===== config.mk =====
export PLATFORM = sky130hd
export DESIGN_NAME = asc_step_cfg
export DESIGN_NICKNAME = d
export VERILOG_FILES = /design/src/common/asc_pkg.sv /design/src/hw/asc_step_reg.sv /design/src/hw/asc_step_decode.sv /design/src/hw/asc_step_cfg.sv
export VERILOG_INCLUDE_DIRS = /design/src /design/src/common
export SDC_FILE = /design/constraint.sdc
export NUM_CORES = 1
export LEC_CHECK = 0
export CORE_MARGIN = 3
export CORE_UTILIZATION = 65
export CTS_CLUSTER_DIAMETER = 150
export DETAILED_ROUTE_END_ITERATION = 8
export DONT_BUFFER_PORTS = 1
export GPL_ROUTABILITY_DRIVEN = 0
export GPL_TIMING_DRIVEN = 0
export PLACE_DENSITY = 0.81
export SYNTH_ARGS = -nofsm -noshare
export SYNTH_HDL_FRONTEND = slang
export SYNTH_SLANG_ARGS = --single-unit

===== constraint.sdc =====
create_clock -name pclk -period 1.5 [get_ports pclk]
set_input_delay 0.3 -clock pclk [delete_from_list [all_inputs] [get_ports pclk]]
set_output_delay 0.3 -clock pclk [all_outputs]
set_load 0.05 [all_outputs]

===== src/common/asc_map.svh =====
// register offsets, field positions, reset values for the step config bank
`ifndef ASC_MAP_SVH
`define ASC_MAP_SVH
`define ASC_STEP5_IDX 8'h95
`define ASC_STEP6_IDX 8'h96
`define ASC_STEP5_ADDR 12'h254
`define ASC_STEP6_ADDR 12'h258
`define ASC_STEP5_RST 16'h0005
`define ASC_STEP6_RST 16'h0006
`define ASC_EN_BIT 15
`define ASC_GAIN_HI 14
`define ASC_GAIN_LO 13
`define ASC_RSV_HI 12
`define ASC_RSV_LO 5
`define ASC_NEG_BIT 4
`define ASC_POS_HI 3
`define ASC_POS_LO 0
`define ASC_WMASK 16'he01f
`endif


===== src/common/asc_pkg.sv =====
// types for the auxiliary converter step configuration bank
package asc_pkg;
	typedef enum logic [1:0] {
		ASC_GAIN_X1 = 2'h0,
		ASC_GAIN_X2 = 2'h1,
		ASC_GAIN_X4 = 2'h2
	} asc_gain_t;
	typedef enum logic [3:0] {
		ASC_NEG_GND = 4'h1,
		ASC_NEG_EXT7 = 4'h2,
		ASC_NEG_AUTO = 4'h4
	} asc_neg_t;
	// one-hot source kinds: external pin, internal source
	typedef enum logic [1:0] {
		ASC_SRC_EXT = 2'h1,
		ASC_SRC_INT = 2'h2
	} asc_src_t;
endpackage


===== src/hw/asc_step_reg.sv =====
// one sixteen-bit step configuration register with fixed-zero reserved bits
`timescale 1ns/1ns
`include "asc_map.svh"
module asc_step_reg #(
	parameter logic [15:0] RST_VAL = 16'h0000
) (
	input wire logic pclk, // clock
	input wire logic presetn, // async reset, active low
	input wire logic wr_en, // one-cycle write strobe
	input wire logic [15:0] wr_data, // write data
	output logic [15:0] q // stored value
);
	logic [15:0] q_ff;
	logic [15:0] nxt_q;

	always_comb begin
		nxt_q = q_ff;
		if (wr_en) begin
			// reserved field never stores anything
			nxt_q = wr_data & `ASC_WMASK;
		end
	end

	always_ff @(posedge pclk or negedge presetn) begin
		if (!presetn) begin
			q_ff <= RST_VAL;
		end else begin
			q_ff <= nxt_q;
		end
	end

	assign q = q_ff;
endmodule // asc_step_reg


===== src/hw/asc_step_decode.sv =====
// decodes a step configuration word into converter steering controls
`timescale 1ns/1ns
`include "asc_map.svh"
module asc_step_decode (
	input wire logic [15:0] cfg, // configuration word
	output logic enable, // step included in sequence
	output asc_pkg::asc_gain_t gain, // decoded gain
	output asc_pkg::asc_neg_t neg_sel, // negative input route
	output logic [3:0] pos_sel, // positive input code
	output asc_pkg::asc_src_t src_kind // external or internal
);
	logic [1:0] g;
	logic [3:0] p;

	always_comb begin
		g = cfg[`ASC_GAIN_HI:`ASC_GAIN_LO];
		p = cfg[`ASC_POS_HI:`ASC_POS_LO];
		enable = cfg[`ASC_EN_BIT];
		pos_sel = p;
		unique case (g)
			2'h0: gain = asc_pkg::ASC_GAIN_X1;
			2'h1: gain = asc_pkg::ASC_GAIN_X2;
			default: gain = asc_pkg::ASC_GAIN_X4;
		endcase
		if (p[3]) begin
			// internal sources pick their own return path
			neg_sel = asc_pkg::ASC_NEG_AUTO;
			src_kind = asc_pkg::ASC_SRC_INT;
		end else begin
			src_kind = asc_pkg::ASC_SRC_EXT;
			if (cfg[`ASC_NEG_BIT]) begin
				neg_sel = asc_pkg::ASC_NEG_EXT7;
			end else begin
				neg_sel = asc_pkg::ASC_NEG_GND;
			end
		end
	end
endmodule // asc_step_decode


===== src/hw/asc_step_cfg.sv =====
// APB register bank for the auxiliary converter sequence steps 5 and 6
//
// Behaviour
// - bit 15 includes the step in the sequence when set, skips when clear
// - gain bits 14:13: 00 gain 1, 01 gain 2, 10 and 11 gain 4
// - bits 12:5 read as zero whatever is written
// - bit 4 picks negative input: 0 ground, 1 external input seven
// - positive codes 0..7 route external inputs zero..seven
// - codes 8,9,10: temperature sensor, internal ground short, test dac
// - code 11 analog supply/4; 14,15 analog/digital power input /103
// - positive codes 8 and above choose negative input automatically
// - step 6 register at 96h, resets to 0006h
// - step 5 register at 95h, resets to 0005h
`timescale 1ns/1ns
`include "asc_map.svh"
module asc_step_cfg (
	input wire logic pclk, // bus clock, 25 MHz
	input wire logic presetn, // async reset, active low
	input wire logic psel, // apb select
	input wire logic penable, // apb access phase
	input wire logic pwrite, // apb direction
	input wire logic [11:0] paddr, // apb byte address
	input wire logic [31:0] pwdata, // apb write data
	output logic [31:0] prdata, // apb read data
	output logic pready, // apb ready
	output logic pslverr, // apb error on unmapped address
	output logic step5_enable, // step 5 in sequence
	output logic [1:0] step5_gain, // step 5 effective gain code
	output logic [3:0] step5_neg, // step 5 negative route, one-hot
	output logic [3:0] step5_pos, // step 5 positive code
	output logic step6_enable, // step 6 in sequence
	output logic [1:0] step6_gain, // step 6 effective gain code
	output logic [3:0] step6_neg, // step 6 negative route, one-hot
	output logic [3:0] step6_pos // step 6 positive code
);
	// --------------------------------------------------------------
	// address decode
	// --------------------------------------------------------------
	function automatic logic [1:0] dec(input logic [11:0] a);
		dec = 2'h0;
		if (a == `ASC_STEP5_ADDR) begin
			dec = 2'h1;
		end else if (a == `ASC_STEP6_ADDR) begin
			dec = 2'h2;
		end
	endfunction

	logic [1:0] hit;
	logic acc;
	assign hit = dec(paddr);
	assign acc = psel && penable;

	// --------------------------------------------------------------
	// registers
	// --------------------------------------------------------------
	logic [15:0] r5;
	logic [15:0] r6;

	asc_step_reg #(.RST_VAL(`ASC_STEP5_RST)) u_r5 (
		.pclk(pclk),
		.presetn(presetn),
		.wr_en(acc && pwrite && hit[0]),
		.wr_data(pwdata[15:0]),
		.q(r5)
	);

	asc_step_reg #(.RST_VAL(`ASC_STEP6_RST)) u_r6 (
		.pclk(pclk),
		.presetn(presetn),
		.wr_en(acc && pwrite && hit[1]),
		.wr_data(pwdata[15:0]),
		.q(r6)
	);

	// --------------------------------------------------------------
	// decode to sequencer controls
	// --------------------------------------------------------------
	logic d5_en;
	logic d6_en;
	asc_pkg::asc_gain_t d5_g;
	asc_pkg::asc_gain_t d6_g;
	asc_pkg::asc_neg_t d5_n;
	asc_pkg::asc_neg_t d6_n;
	logic [3:0] d5_p;
	logic [3:0] d6_p;

	asc_step_decode u_d5 (
		.cfg(r5),
		.enable(d5_en),
		.gain(d5_g),
		.neg_sel(d5_n),
		.pos_sel(d5_p),
		.src_kind()
	);

	asc_step_decode u_d6 (
		.cfg(r6),
		.enable(d6_en),
		.gain(d6_g),
		.neg_sel(d6_n),
		.pos_sel(d6_p),
		.src_kind()
	);

	// --------------------------------------------------------------
	// bus answer and registered outputs
	// --------------------------------------------------------------
	logic [31:0] prdata_ff, nxt_prdata;
	logic pslverr_ff, nxt_pslverr;
	logic pready_ff, nxt_pready;
	logic [13:0] out_ff, nxt_out;
	logic [13:0] out6_ff, nxt_out6;

	always_comb begin
		nxt_prdata = 32'h0000_0000;
		nxt_pslverr = 1'b0;
		// answer in the setup cycle so access completes with no wait
		nxt_pready = psel && !penable;
		if (psel && !penable) begin
			unique case (hit)
				2'h1: nxt_prdata = {16'h0000, r5};
				2'h2: nxt_prdata = {16'h0000, r6};
				default: nxt_pslverr = 1'b1;
			endcase
			if (pwrite) begin
				nxt_prdata = 32'h0000_0000;
			end
		end
		nxt_out = {d5_en, d5_g, d5_n, d5_p, 3'h0};
		nxt_out6 = {d6_en, d6_g, d6_n, d6_p, 3'h0};
	end

	always_ff @(posedge pclk or negedge presetn) begin
		if (!presetn) begin
			prdata_ff <= 32'h0000_0000;
			pslverr_ff <= 1'b0;
			pready_ff <= 1'b0;
			// neg route one-hot ground, pos code as the register reset
			out_ff <= 14'h00a8;
			out6_ff <= 14'h00b0;
		end else begin
			prdata_ff <= nxt_prdata;
			pslverr_ff <= nxt_pslverr;
			pready_ff <= nxt_pready;
			out_ff <= nxt_out;
			out6_ff <= nxt_out6;
		end
	end

	assign prdata = prdata_ff;
	assign pready = pready_ff;
	assign pslverr = pslverr_ff;
	assign step5_enable = out_ff[13];
	assign step5_gain = out_ff[12:11];
	assign step5_neg = out_ff[10:7];
	assign step5_pos = out_ff[6:3];
	assign step6_enable = out6_ff[13];
	assign step6_gain = out6_ff[12:11];
	assign step6_neg = out6_ff[10:7];
	assign step6_pos = out6_ff[6:3];
endmodule // asc_step_cfg


==> flow_metrics.env <==
export IMPL_status="completed"
export IMPL_antenna_found_initial=0
export IMPL_final_layout_size_suffix_gt1_share_pct=44.71
export IMPL_cts_root_buf="clkbuf_4"
export IMPL_cts_sinks=44
export IMPL_post_route_min_period_ps=1450
export IMPL_synthTopCellsByArea="dfrtp_1, dfstp_2, buf_4"
export IMPL_initial_core_util_pct=70.80
export IMPL_timing_hold_ws_ps=80.21
export IMPL_num_vias=1027
export IMPL_grt_pass1_vias=1074
export IMPL_die_x_um=58.65
export IMPL_final_nets=218
export IMPL_synthArstFlopShare_pct=100.0
export IMPL_p_leak_uw=0.001065
export IMPL_grt_overflow=0
export IMPL_worstHoldPathType="input port to flip-flop"
export IMPL_core_mm2=0.002545
export IMPL_peakVddDrop_uv=1082
export IMPL_synth_cell_type_count=19
export IMPL_yosysTopAreaCellShare_pct=47.22
export IMPL_fmax_ghz=0.6896
export IMPL_wl_um=3115
export IMPL_io_pins=105
export IMPL_die_h_um=58.65
export IMPL_post_synth_top_count_cell="dfrtp_1"
export IMPL_dpl_hpwl_um=2192
export IMPL_wire_per_inst_um=15.58
export IMPL_viasPerCell=5.135
export IMPL_grt_use_total_pct=20.22
export IMPL_drc=0
export IMPL_syn_area_mm2=0.001802
export IMPL_clk_path_buf_depth=2
export IMPL_fin_util_pct=83.63
export IMPL_grt_max_degree=45
export IMPL_cap_violations=0
export IMPL_hold_violations=0
export IMPL_worstSetupStartpointType="input port"
export IMPL_required_ps=1740
export IMPL_row_count=18
export IMPL_path_clk_slew_ps=120
export IMPL_cp_arrival_ps=1690
export IMPL_synthFlopType="dfrtp_1"
export IMPL_maxSlewViolCount=0
export IMPL_synth_edf_count=0
export IMPL_power_density_mw_per_mm2=1022
export IMPL_antenna_left=0
export IMPL_port_buffers=0
export IMPL_ys_warnings_count=0
export IMPL_fin_crit_sh_pct=96.68
export IMPL_worstSkewPairLatency_ps=350
export IMPL_diodes=0
export IMPL_nFillCells=140
export IMPL_tritoncts="built"
export IMPL_finClkSkew_ps=7.191
export IMPL_setup_viol=0
export IMPL_dr_pass1_iters=4
export IMPL_synth_avg_cell_area_um2=13.65
export IMPL_yosysTopAreaCell="dfrtp_1"
export IMPL_critPathMaxFanout=8
export IMPL_synthTopCellsByCount="dfrtp_1, buf_4, mux2_2"
export IMPL_ys_seq_area_share_pct=61.81
export IMPL_worstSetupPathType="input port to flip-flop"
export IMPL_drtIter0Drc=25
export IMPL_synth_cells=132
export IMPL_h_tree_depth=2
export IMPL_area_delta_synth_final_pct=18.12
export IMPL_crit_path_end_kind="flip-flop"
export IMPL_grt_pass1_wl_um=4836
export IMPL_ys_ff_latch=44
export IMPL_rsz0062_at_grt="false"
export IMPL_numCtsBuffers=5
export IMPL_die_area_mm2=0.003440
==> what timing repair did <==
| item | 4_1_cts | 5_1_grt |
|---|---|---|
| hold buffers | 2 | 1 |
| hold endpoints to repair | 44 | 1 |
| buffers inserted | 2 | 0 |
| pin swaps | 2 | 0 |
| setup endpoints to repair | 18 | 2 |
| resized for setup | 2 | 2 |
==> layer usage <==
| metal | part of all wire, % | GRT usage, % | vias to the layer above |
|---|---|---|---|
| li1 | - | - | 462 |
| met1 | 32 | 18.91 | 489 |
| met2 | 54 | 37.16 | 70 |
| met3 | 12 | 9.430 | 6 |
| met4 | 1.9 | 8.738 | 0 |
| met5 | 0 | 0 | - |
==> cell families after synthesis <==
kind of cell,share of synthesized area [%]
flip-flops,61.81
buffers and inverters,12.71
AND/OR/NAND/NOR,11.53
multiplexers,10.00
AO/OA/AOI/OAI,3.750
other,0.2081
==> state kept, by name, indices dropped and copies added (netlist names) <==
register  flops
u_r6.q        8
out6_ff       9
out_ff        9
u_r5.q        8
pready        1
prdata        8
pslverr       1
==> through the flow <==
step / setup TNS (ps) / std cells / area (µm²) / setup slack (ps) / total power (µW)
finish: 0 / 200 / 2128 / 49.83 / 2176
global route: 0 / 200 / 2128 / 35.52 / 2279
CTS: 0 / 199 / 2111 / 39.14 / 2180
detailed placement: -8968 / 187 / 1958 / -527.0 / 1453
global placement: -8793 / 187 / 1958 / -500.5 / 1452
floorplan: -5461 / 157 / 1921 / -312.5 / 1447
==> layout by cell type, fill, tap and decap left out <==
cell	n
dfrtp_1	32
a22oi_1	8
clkbuf_4	5
dlygate4sd3_1	2
mux2_2	14
clkinv_2	1
mux2_4	2
nand3_1	1
buf_4	26
buf_6	2
nor2b_1	7
bufinv_16	1
dfstp_2	10
buf_12	3
clkbuf_8	1
or4b_4	3
conb_1	26
clkinvlp_4	1
or4_1	1
dfrtp_2	2
nor3_1	1
nor4_4	2
a21boi_0	1
or2_2	2
clkbuf_1	4
nand4bb_1	1
nor2_1	10
or3b_2	1
==> where the power goes <==
part	total [µW]	internal (µW)	switching (µW)	leakage (µW)
registers	1210	1190	14.5	0.000573
logic	262	69.7	193	0.000450
clock network	707	347	360	0.0000412
total	2180	1610	567	0.00106
==> worst max-delay path, cell delays in order <==
cell and delay, ps:
or4b_4 570, nor4_4 320, buf_12 170, mux2_2 330
==> cell type report <==
class | instances | area, µm² | share of cell area (%)
Sequential cell | 44 | 1116 | 52.44
Multi-Input combinational cell | 80 | 568.0 | 26.69
Buffer | 33 | 246.5 | 11.58
Timing Repair Buffer | 5 | 80.08 | 3.762
Clock inverter | 3 | 42.54 | 1.999
Clock buffer | 5 | 37.54 | 1.764
Tap cell | 30 | 37.54 | 1.764
==> path summary, 6_finish.rpt <==
check	start	to	slack [ps]	depth (start not counted)
max	paddr[10]	u_r5.q[1]	50	4
min	pwdata[14]	u_r5.q[14]	80	1
max reg2reg	u_r6.q[2]	prdata[2]	670	2
min reg2reg	u_r6.q[1]	out6_ff[4]	380	0
max in group asynchronous	presetn	u_r6.q[1]	820	2
min in group asynchronous	presetn	prdata[13]	410	2
No activity file was read; power rests on OpenSTA's default activity.
